**src/logic/lpm_pkg.sv**
```systemverilog
//------------------------------------------------------------
// Purpose: Shared constants for the low-power mode controller
// Assumes: 32-bit classic Wishbone, one byte of data per register
// Notes:   Crystal clock runs at the ref_clk rate
//------------------------------------------------------------
package lpm_pkg;

  // ----------------------------------------------------------
  // Register byte offsets
  // ----------------------------------------------------------
  localparam logic [7:0] CFG_OFS = 8'h00;
  localparam logic [7:0] PLL_OFS = 8'h04;
  localparam logic [7:0] MASK_OFS = 8'h08;
  localparam logic [7:0] STAT_OFS = 8'h0C;

  // Configuration fields
  localparam int CFG_OSC_RUN = 0;
  localparam int CFG_STOP_EN = 1;
  localparam int CFG_SHORT_REC = 2;
  localparam int CFG_LVM_EN = 3;
  localparam int CFG_LVM_RST_EN = 4;
  localparam int CFG_BRK_EN = 5;
  localparam logic [7:0] CFG_RESET = 8'h00;

  // PLL control fields
  localparam int PLL_BCS = 0;
  localparam int PLL_ON = 1;
  localparam logic [7:0] PLL_RESET = 8'h00;

  // Mask fields: masks set, processor mask bit set
  localparam int MSK_EXT = 0;
  localparam int MSK_KBD = 1;
  localparam int MSK_CPU_I = 2;
  localparam logic [7:0] MASK_RESET = 8'h07;

  // Status fields
  localparam int ST_MODE = 0;
  localparam int ST_BRK_FLAG = 2;
  localparam int ST_RST_WAKE = 3;
  localparam int ST_RECOV = 4;

  // Recovery timing in crystal cycles
  localparam int XTAL_PER_REF = 1;
  localparam int RECOV_LONG_XTAL = 4096;
  localparam int RECOV_SHORT_XTAL = 32;
  localparam int RECOV_LONG_CYC = RECOV_LONG_XTAL * XTAL_PER_REF;
  localparam int RECOV_SHORT_CYC = RECOV_SHORT_XTAL * XTAL_PER_REF;

  // Operating modes
  typedef enum logic [1:0] {M_RUN, M_STANDBY, M_DEEP, M_RECOVER} lp_mode_t;

endpackage

```
**src/logic/lp_recov_if.sv**
```systemverilog
//------------------------------------------------------------
// Purpose: Link between the mode sequencer and recovery timer
// Assumes: One clock domain
// Notes:   start is a one-cycle pulse
//------------------------------------------------------------
`timescale 1ns/1ps
interface lp_recov_if;
  logic start;
  logic shortSel;
  logic busy;
  modport ctrl (output start, output shortSel, input busy);
  modport tmr (input start, input shortSel, output busy);
endinterface

```
**src/logic/recov_timer.sv**
```systemverilog
//------------------------------------------------------------
// Purpose: Holds system clocks off after leaving deep mode
// Assumes: Crystal cycles equal ref_clk cycles
// Notes:   busy stays high for exactly the chosen cycle count
//------------------------------------------------------------
`timescale 1ns/1ps
module recov_timer import lpm_pkg::*; (
  // Clock and reset
  input wire logic ref_clk,
  input wire logic sys_rst,
  // Sequencer side
  lp_recov_if.tmr rec
);

  logic [11:0] cnt_r;

  // Load on start, count down, release at zero
  always_ff @(posedge ref_clk) begin
    if (sys_rst) begin
      cnt_r <= 12'h000;
      rec.busy <= 1'b0;
    end else if (rec.start) begin
      cnt_r <= rec.shortSel ? 12'(RECOV_SHORT_CYC - 1) : 12'(RECOV_LONG_CYC - 1);
      rec.busy <= 1'b1;
    end else if (rec.busy) begin
      if (cnt_r == 12'h000) begin
        rec.busy <= 1'b0;
      end else begin
        cnt_r <= cnt_r - 12'h001;
      end
    end
  end

endmodule // recov_timer

```
**src/logic/pin_sync3.sv**
```systemverilog
//------------------------------------------------------------
// Purpose: Three-stage synchroniser for asynchronous pins
// Assumes: Inputs are slow levels
// Notes:   Output moves only when stages two and three agree
//------------------------------------------------------------
`timescale 1ns/1ps
module pin_sync3 #(
  parameter int W = 4
) (
  // Clock and reset
  input wire logic ref_clk,
  input wire logic sys_rst,
  // Pins in, clean levels out
  input wire logic [W-1:0] din,
  output logic [W-1:0] dout
);

  logic [W-1:0] s1_r, s2_r, s3_r;

  // One chain per pin
  for (genvar i = 0; i < W; i++) begin : g_bit
    always_ff @(posedge ref_clk) begin
      if (sys_rst) begin
        s1_r[i] <= 1'b0;
        s2_r[i] <= 1'b0;
        s3_r[i] <= 1'b0;
        dout[i] <= 1'b0;
      end else begin
        s1_r[i] <= din[i];
        s2_r[i] <= s1_r[i];
        s3_r[i] <= s2_r[i];
        if (s2_r[i] == s3_r[i]) begin
          dout[i] <= s3_r[i];
        end
      end
    end
  end

endmodule // pin_sync3

```
**src/logic/lp_mode_ctrl.sv**
```systemverilog
//------------------------------------------------------------
// Purpose: Standby and deep low-power mode controller
// Assumes: Interrupt inputs from peripherals are already enabled
// Notes:   Outputs are registered from the next mode
//------------------------------------------------------------
// Operation
// Standby stops processor clock, bus clock keeps running
// Deep stops processor clock; bus clock too unless oscillator runs
// Converter runs in standby, its interrupt wakes the core
// Deep mode stops converter and aborts conversion
// Enabled breakpoint unit stays active in standby
// Breakpoint idle in deep; break wakes and sets the flag
// Wait clears mask bit; interrupt wake keeps it, reset sets it
// Stop clears mask bit; interrupt wake keeps it, reset sets it
// Processor clock held off after deep until oscillator settles
// Clock generator active in standby; software owns PLL bits
// Deep without oscillator run: oscillator, PLL, outputs off
// Deep entry clears base clock select; stays clear after
// Deep with oscillator run: PLL off, oscillator on
// Watchdog counts in standby; software services it
// Deep removes watchdog clock and clears its prescaler
// Stop enters deep only when stop enable is set
// External interrupt wakes either mode when unmasked
// Keypad interrupt wakes either mode when unmasked
// Enabled voltage monitor active; its reset ends either mode
// Async serial runs in standby, halts in deep, cut transfer bad
// Sync serial halts in deep; reset exit resets it
// Timers run in standby, halt in deep keeping state
// Deep exit holds clocks 4096 cycles, or 32 if short
// One wake request from all sources, reset first
`timescale 1ns/1ps
module lp_mode_ctrl import lpm_pkg::*; (
  // Clock and reset
  input wire logic ref_clk,
  input wire logic sys_rst,
  // Wishbone slave
  input wire logic wb_cyc_i,
  input wire logic wb_stb_i,
  input wire logic wb_we_i,
  input wire logic [7:0] wb_adr_i,
  input wire logic [31:0] wb_dat_i,
  input wire logic [3:0] wb_sel_i,
  output logic [31:0] wb_dat_o,
  output logic wb_ack_o,
  // Processor
  input wire logic waitExec,
  input wire logic stopExec,
  output logic cpuClkEn,
  output logic busClkEn,
  output logic irqMaskBit,
  // Pins
  input wire logic extIrqPin,
  input wire logic kbdIrqPin,
  input wire logic lowVoltPin,
  input wire logic extRstPin,
  // Peripheral requests
  input wire logic converterIrq,
  input wire logic asyncSerialIrq,
  input wire logic syncSerialIrq,
  input wire logic timerIrq,
  input wire logic generatorIrq,
  input wire logic breakMatch,
  input wire logic watchdogTimeout,
  input wire logic asyncSerialBusy,
  // Clock generator
  output logic oscEnable,
  output logic pllEnable,
  output logic genOutputsEn,
  output logic baseClockSelect,
  // Peripheral control
  output logic converterRun,
  output logic converterAbort,
  output logic breakActive,
  output logic watchdogClkEn,
  output logic watchdogPrescClr,
  output logic lowVoltActive,
  output logic periphRun,
  output logic asyncDataBad,
  output logic syncSerialReset,
  // Wake report
  output logic wakeReq,
  output logic wakeByReset
);

  // ----------------------------------------------------------
  // Declarations
  // ----------------------------------------------------------
  lp_mode_t state_r, state_nxt;
  logic [7:0] cfg_r, pll_r, mask_r;
  logic brkFlag_r, rstCause_r;
  logic [3:0] pinLvl;
  logic extIrqS, kbdIrqS, lowVoltS, extRstS;
  logic busReq, busWr;
  logic oscRun, stopEn, shortRec, lvmEn, lvmRstEn, brkEn;
  logic resetWake, extWake, brkWake, idleWake, deepWake;
  logic enterStandby, enterDeep, inLowPower, lvmRst;
  logic [12:0] recCnt_r;

  lp_recov_if rec();

  // Register address match, used for read and write
  function automatic logic isReg(input logic [7:0] adr, input logic [7:0] ofs);
    return adr == ofs;
  endfunction

  // ----------------------------------------------------------
  // Submodules
  // ----------------------------------------------------------
  // Pin synchronisers
  pin_sync3 #(.W(4)) u_sync (
    .ref_clk(ref_clk),
    .sys_rst(sys_rst),
    .din({extRstPin, lowVoltPin, kbdIrqPin, extIrqPin}),
    .dout(pinLvl)
  );
  assign extIrqS = pinLvl[0];
  assign kbdIrqS = pinLvl[1];
  assign lowVoltS = pinLvl[2];
  assign extRstS = pinLvl[3];

  // Recovery timer
  recov_timer u_recov (
    .ref_clk(ref_clk),
    .sys_rst(sys_rst),
    .rec(rec.tmr)
  );

  // ----------------------------------------------------------
  // Configuration decode
  // ----------------------------------------------------------
  assign oscRun = cfg_r[CFG_OSC_RUN];
  assign stopEn = cfg_r[CFG_STOP_EN];
  assign shortRec = cfg_r[CFG_SHORT_REC];
  assign lvmEn = cfg_r[CFG_LVM_EN];
  assign lvmRstEn = cfg_r[CFG_LVM_RST_EN];
  assign brkEn = cfg_r[CFG_BRK_EN];

  // ----------------------------------------------------------
  // Wake sources
  // ----------------------------------------------------------
  // Resets outrank every interrupt wake
  assign lvmRst = lvmEn & lvmRstEn & lowVoltS;
  assign resetWake = extRstS | watchdogTimeout | lvmRst;
  assign extWake = (~mask_r[MSK_EXT] & extIrqS)
    | (~mask_r[MSK_KBD] & kbdIrqS);
  assign brkWake = brkEn & breakMatch;
  // Standby: every enabled peripheral request wakes
  assign idleWake = extWake | brkWake | converterIrq
    | asyncSerialIrq | syncSerialIrq | timerIrq // see see
    | (generatorIrq & pll_r[PLL_ON]);
  // Deep: only external, keypad and break remain
  assign deepWake = extWake | brkWake;

  // ----------------------------------------------------------
  // Mode sequencer
  // ----------------------------------------------------------
  assign enterStandby = (state_r == M_RUN) & waitExec;
  assign enterDeep = (state_r == M_RUN) & ~waitExec & stopExec & stopEn;
  assign inLowPower = (state_r == M_STANDBY) | (state_r == M_DEEP);

  // Next mode
  always_comb begin
    state_nxt = state_r;
    unique case (state_r)
      M_RUN: begin
        if (enterStandby) begin
          state_nxt = M_STANDBY;
        end else if (enterDeep) begin
          state_nxt = M_DEEP;
        end
      end
      M_STANDBY: begin
        if (resetWake | idleWake) begin
          state_nxt = M_RUN;
        end
      end
      M_DEEP: begin
        if (resetWake | deepWake) begin
          state_nxt = M_RECOVER;
        end
      end
      M_RECOVER: begin
        if (!rec.busy) begin
          state_nxt = M_RUN; // see
        end
      end
    endcase
  end

  // Mode register
  always_ff @(posedge ref_clk) begin
    if (sys_rst) begin
      state_r <= M_RUN;
    end else begin
      state_r <= state_nxt;
    end
  end

  // Start the recovery count on leaving deep mode
  assign rec.start = (state_r == M_DEEP) & (state_nxt == M_RECOVER);
  assign rec.shortSel = shortRec;

  // ----------------------------------------------------------
  // Wishbone slave
  // ----------------------------------------------------------
  assign busReq = wb_cyc_i & wb_stb_i;
  assign busWr = busReq & wb_we_i & wb_ack_o & wb_sel_i[0];

  // Acknowledge one cycle after the request
  always_ff @(posedge ref_clk) begin
    if (sys_rst) begin
      wb_ack_o <= 1'b0;
    end else begin
      wb_ack_o <= busReq & ~wb_ack_o;
    end
  end

  // Read data, zero for unmapped addresses
  always_ff @(posedge ref_clk) begin
    if (sys_rst) begin
      wb_dat_o <= 32'h0000_0000;
    end else if (busReq & ~wb_ack_o) begin
      wb_dat_o <= 32'h0000_0000;
      if (isReg(wb_adr_i, CFG_OFS)) begin
        wb_dat_o[7:0] <= cfg_r;
      end
      if (isReg(wb_adr_i, PLL_OFS)) begin
        wb_dat_o[7:0] <= pll_r;
      end
      if (isReg(wb_adr_i, MASK_OFS)) begin
        wb_dat_o[7:0] <= mask_r;
      end
      if (isReg(wb_adr_i, STAT_OFS)) begin
        wb_dat_o[ST_MODE+1:ST_MODE] <= state_r;
        wb_dat_o[ST_BRK_FLAG] <= brkFlag_r;
        wb_dat_o[ST_RST_WAKE] <= rstCause_r;
        wb_dat_o[ST_RECOV] <= rec.busy;
      end
    end
  end

  // ----------------------------------------------------------
  // Control registers
  // ----------------------------------------------------------
  // Configuration
  always_ff @(posedge ref_clk) begin
    if (sys_rst) begin
      cfg_r <= CFG_RESET;
    end else if (busWr & isReg(wb_adr_i, CFG_OFS)) begin
      cfg_r <= wb_dat_i[7:0];
    end
  end

  // PLL control; deep entry drops back to crystal clock
  always_ff @(posedge ref_clk) begin
    if (sys_rst) begin
      pll_r <= PLL_RESET;
    end else begin
      if (busWr & isReg(wb_adr_i, PLL_OFS)) begin
        pll_r <= wb_dat_i[7:0];
      end
      if (enterDeep) begin
        pll_r[PLL_BCS] <= 1'b0;
      end
    end
  end

  // Masks and processor interrupt mask bit
  always_ff @(posedge ref_clk) begin
    if (sys_rst) begin
      mask_r <= MASK_RESET;
    end else begin
      if (busWr & isReg(wb_adr_i, MASK_OFS)) begin
        mask_r <= wb_dat_i[7:0];
      end
      if (enterStandby | enterDeep) begin
        mask_r[MSK_CPU_I] <= 1'b0; // see
      end
      if (inLowPower & resetWake) begin
        mask_r[MSK_CPU_I] <= 1'b1; // see
      end
    end
  end

  // Break during low power flag, set beats clear
  always_ff @(posedge ref_clk) begin
    if (sys_rst) begin
      brkFlag_r <= 1'b0;
    end else if (inLowPower & brkWake) begin
      brkFlag_r <= 1'b1;
    end else if (busWr & isReg(wb_adr_i, STAT_OFS) & wb_dat_i[ST_BRK_FLAG]) begin
      brkFlag_r <= 1'b0;
    end
  end

  // Cause of the last wake
  always_ff @(posedge ref_clk) begin
    if (sys_rst) begin
      rstCause_r <= 1'b0;
    end else if (inLowPower & (state_nxt != state_r)) begin
      rstCause_r <= resetWake;
    end
  end

  // ----------------------------------------------------------
  // Clock gating outputs
  // ----------------------------------------------------------
  always_ff @(posedge ref_clk) begin
    if (sys_rst) begin
      cpuClkEn <= 1'b1;
      busClkEn <= 1'b1;
    end else begin
      cpuClkEn <= state_nxt == M_RUN; // see see
      busClkEn <= (state_nxt == M_RUN) | (state_nxt == M_STANDBY)
        | ((state_nxt == M_DEEP) & oscRun);
    end
  end

  // Clock generator outputs
  always_ff @(posedge ref_clk) begin
    if (sys_rst) begin
      oscEnable <= 1'b1;
      pllEnable <= 1'b0;
      genOutputsEn <= 1'b1;
    end else begin
      oscEnable <= ~((state_nxt == M_DEEP) & ~oscRun); // see
      genOutputsEn <= ~((state_nxt == M_DEEP) & ~oscRun);
      pllEnable <= pll_r[PLL_ON] & ((state_nxt == M_RUN)
        | (state_nxt == M_STANDBY));
    end
  end

  // ----------------------------------------------------------
  // Peripheral control outputs
  // ----------------------------------------------------------
  always_ff @(posedge ref_clk) begin
    if (sys_rst) begin
      converterRun <= 1'b1;
      periphRun <= 1'b1;
      breakActive <= 1'b0;
      watchdogClkEn <= 1'b1;
      lowVoltActive <= 1'b0;
    end else begin
      converterRun <= (state_nxt == M_RUN) | (state_nxt == M_STANDBY); // see
      periphRun <= (state_nxt == M_RUN) | (state_nxt == M_STANDBY); // see
      breakActive <= brkEn & ((state_nxt == M_RUN) | (state_nxt == M_STANDBY));
      watchdogClkEn <= (state_nxt == M_RUN) | (state_nxt == M_STANDBY); // see
      lowVoltActive <= lvmEn;
    end
  end

  // One-cycle event pulses
  always_ff @(posedge ref_clk) begin
    if (sys_rst) begin
      converterAbort <= 1'b0;
      watchdogPrescClr <= 1'b0;
      asyncDataBad <= 1'b0;
      syncSerialReset <= 1'b0;
      wakeReq <= 1'b0;
      wakeByReset <= 1'b0;
    end else begin
      converterAbort <= enterDeep;
      watchdogPrescClr <= enterDeep;
      asyncDataBad <= enterDeep & asyncSerialBusy;
      syncSerialReset <= (state_r == M_DEEP) & resetWake;
      wakeReq <= inLowPower & (state_nxt != state_r);
      wakeByReset <= inLowPower & resetWake;
    end
  end

  assign irqMaskBit = mask_r[MSK_CPU_I];
  assign baseClockSelect = pll_r[PLL_BCS];

  // Cycles spent in recovery
  always_ff @(posedge ref_clk) begin
    if (sys_rst || state_r != M_RECOVER) begin
      recCnt_r <= 13'h0000;
    end else begin
      recCnt_r <= recCnt_r + 13'h0001;
    end
  end
endmodule // lp_mode_ctrl

```
**config.mk**
```make
export PLATFORM = sky130hd
export DESIGN_NAME = lp_mode_ctrl
export DESIGN_NICKNAME = d
export VERILOG_FILES = /design/src/logic/lpm_pkg.sv /design/src/logic/lp_recov_if.sv /design/src/logic/recov_timer.sv /design/src/logic/pin_sync3.sv /design/src/logic/lp_mode_ctrl.sv
export SDC_FILE = /design/constraint.sdc
export NUM_CORES = 1
export LEC_CHECK = 0
export BUFFER_PORTS_ARGS = -buffer_cell sky130_fd_sc_hd__clkbuf_2
export CORE_MARGIN = 2
export CORE_UTILIZATION = 50
export CTS_BUF_LIST = sky130_fd_sc_hd__clkbuf_16
export DETAILED_ROUTE_END_ITERATION = 10
export PLACE_DENSITY = 0.79
export SLEW_MARGIN = 5
export SYNTH_ARGS = -nofsm -noshare
export SYNTH_HDL_FRONTEND = slang
export SYNTH_SLANG_ARGS = --single-unit
```
**constraint.sdc**
```tcl
create_clock -name ref_clk -period 2.9 [get_ports ref_clk]
set_input_delay 0.435 -clock ref_clk [delete_from_list [all_inputs] [get_ports ref_clk]]
set_output_delay 0.435 -clock ref_clk [all_outputs]
set_load 0.01 [all_outputs]
```
==> impl_metrics.json <==
{
  "first_global_vias": 2502,
  "die_x_um": 86.2,
  "wire_length_of_the_first_global_routing_pass_mm": 11.3,
  "clock_buffers_created_by_tritoncts": 9,
  "yosys.cell_types.count": 46,
  "post_route_minimum_period_ps": 2250,
  "grt_overflow": 0,
  "clk_lat_worst_skew_ps": 340,
  "nets": 490,
  "hold_path_depth": 2,
  "postSynthAreaPerCell_um2": 9.31,
  "h-tree-depth": 3,
  "hpwl_mm": 4.90,
  "grt_max_degree": 57,
  "leakage_nw": 1.60,
  "effective_utilization_at_floorplan_pct": 52.3,
  "slew_violations": 0,
  "synth-xor-area-share_pct": 2.07,
  "routed_wirelength_mm": 6.84,
  "post_cts.resized_instances": 0,
  "chipHeight_um": 86.2,
  "drive_above_1_share_pct": 23.7,
  "ctsHoldBuffers": 0,
  "setup_viol": 0,
  "total_number_of_vias": 2675,
  "path_buf_inv": 1,
  "ys_async_sr_fraction_pct": 0,
  "critical_path_required_ps": 3130,
  "hold_ws_ps": 301,
  "synth_compound_gate_area_share_pct": 13.9,
  "synth-main-ff-cell": "dfxtp_1",
  "ff2ff_path_depth": 7,
  "result_of_the_run": "finished, final reports clean",
  "skew_ps": 6.26,
  "layout_commonest_cell": "dfxtp_1",
  "final_antenna_net_count": 0,
  "detailedRoute.firstPassIterationCount": 5,
  "io_buffers": 62,
  "cpLargestDelayFamily": "compound AO/OA/AOI/OAI gates",
  "ys_seq_elements": 78,
  "residual_drc": 0,
  "cp_data_arrival_time_ps": 2470,
  "ys_warn_count": 0,
  "antenna_found_initial": 0,
  "pwr_density_cell_mw_per_mm2": 577,
  "worstMarginPinSlew_ps": 559,
  "numClockSinks": 78,
  "cts.root.buffer_cell": "clkbuf_16",
  "diodes": 0,
  "crit_path_max_fanout": 10,
  "cap_viol_max_count": 0,
  "mappedNetlistArea_mm2": 0.00338,
  "setup_tns_ps": 0,
  "critPathSlowestCell": "dfxtp_1",
  "post_synth_and_or_nand_nor_area_fraction_pct": 18.4,
  "fmaxAchievable_ghz": 0.445,
  "timing_worst_setup_path_type": "reg -> reg",
  "yosys.area_share.adder_pct": 2.22,
  "synth_seq_area_share_pct": 46.2,
  "post_cts.repair.setup_buffers": 0,
  "clk_transition_reported_paths_ps": 60,
  "hold_viol": 0,
  "clock_tree.buffer_depth": 2,
  "final_cell_mix": "78 x dfxtp_1, 62 x clkbuf_2, 36 x nor2_1",
  "cp_slowest_stage_delay_ps": 460,
  "netlist_instances": 363,
  "detail_route.iter0.violations": 167,
  "floorplan.rows": 29,
  "post-route-period-util_pct": 77.6,
  "design.portCount": 114,
  "largest_family_of_logic_cells_by_synthesized_area": "simple AND/OR/NAND/NOR gates",
  "start_kind": "register",
  "vias_per_cell": 5.32,
  "design.die.area_mm2": 0.00743,
  "cts_tree": "built",
  "vdd.ir_drop.worst_v": 0.000364,
  "area_delta_synth_final_pct": 15.6,
  "drt-wirelength-per-cell_um": 13.6,
  "max-slew-margin-rel_pct": 62.7,
  "worstSetupEndpointType": "register",
  "core_mm2": 0.00646,
  "grtUsageTotal_pct": 19.5,
  "crit_path_depth": 7,
  "ordered_list_of_cells_on_the_worst_path": "inv_1 > ha_1 > a211o_1 > a21o_2 > a31oi_1 > o21ai_0 > a32o_1",
  "fill_cells": 563,
  "min_path_type": "in -> reg",
  "place.gp.congestion": 0.815,
  "muxShareOfSynthArea_pct": 8.37,
  "rsz0062_at_grt": "no",
  "synth_edf_count": 0
}
## final timing paths
| kind | from | end | slack, ps |
|---|---|---|---|
| max | state_r[1] | rstCause_r | 650 |
| min | asyncSerialBusy | asyncDataBad | 300 |
| max reg2reg | state_r[1] | rstCause_r | 650 |
| min reg2reg | u_sync.s1_r[1] | u_sync.s2_r[1] | 430 |
## routing by layer
layer	part of all wire [%]	routed length (µm)	track usage, %	vias up
met5	0	0	0	-
met4	2.4	161	11.9	0
met3	5.6	380	4.76	15
met2	48	3260	31.4	89
met1	44	3040	23.7	1247
li1	-	-	-	1324
## area by class of cell
cell class / instances / area (µm²) / share of cell area (%)
well taps: 77 / 96.3 / 2.47
repair buffers: 67 / 348 / 8.90
inverters: 7 / 26.3 / 0.673
clock inverters: 7 / 41.3 / 1.06
flip-flops and latches: 78 / 1560 / 40.0
clock buffers: 9 / 225 / 5.77
multi-input cells: 258 / 1610 / 41.2
## kinds of logic after synthesis
group / count (synthesis)
AO/OA/AOI/OAI: 68
XOR/XNOR: 8
adder cells (fa/ha/maj): 6
buffers and inverters: 50
flip-flops: 78
multiplexers: 22
other: 1
AND/OR/NAND/NOR: 130
## registers in the layout, indices dropped and copies added (netlist names), 2 cells and up
name / cells
u_sync.s1_r: 4
wb_dat_o: 8
u_sync.s3_r: 4
state_r: 2
u_recov.cnt_r: 12
cfg_r: 8
u_sync.s2_r: 4
pll_r: 8
mask_r: 8
u_sync.dout: 4
## worst register-to-register path, delay by kind of cell (launching register included)
kind	cells	cell delay (ps)
AO/OA/AOI/OAI	5	1170
flip-flops	1	460
adder cells (fa/ha/maj)	1	350
buffers and inverters	1	170
## cell usage after synthesis (2+ instances only)
master | count | area (µm²)
xnor2_1 | 7 | 61.3
and2_1 | 3 | 18.8
mux4_2 | 5 | 113
clkbuf_1 | 7 | 26.3
buf_4 | 28 | 210
or3_1 | 3 | 18.8
nand3_1 | 9 | 45.0
buf_1 | 5 | 18.8
nor2_1 | 36 | 135
a22oi_1 | 8 | 60.1
or2_2 | 5 | 31.3
nand2_1 | 35 | 131
nand4_1 | 2 | 12.5
o21ai_0 | 12 | 60.1
ha_1 | 6 | 75.1
a21o_2 | 2 | 17.5
inv_1 | 7 | 26.3
nor3_1 | 7 | 35.0
a21oi_1 | 27 | 135
dfxtp_1 | 78 | 1560
a31oi_1 | 4 | 25.0
a211o_1 | 3 | 26.3
nor4_1 | 5 | 31.3
mux2i_1 | 17 | 170
buf_2 | 2 | 10.0
nor2b_1 | 20 | 125
## through the flow
stage	total power, mW	setup slack [ps]	instances	cell area (µm²)	utilization (%)
4_1_cts	2.27	672	503	3910	60.5
3_3_place_gp	1.27	595	487	3640	56.4
3_5_place_dp	1.27	569	487	3640	56.4
5_1_grt	2.34	464	503	3910	60.5
2_1_floorplan	1.24	819	386	3470	-
6_report	2.25	651	503	3910	60.5
## power breakdown
part	total, mW	internal (mW)	switching (mW)
logic	0.154	0.0596	0.0947
registers	1.10	1.09	0.00939
clock network	1.00	0.572	0.430
total	2.25	1.72	0.534
Note: power is estimated with default switching activity, not from simulation.
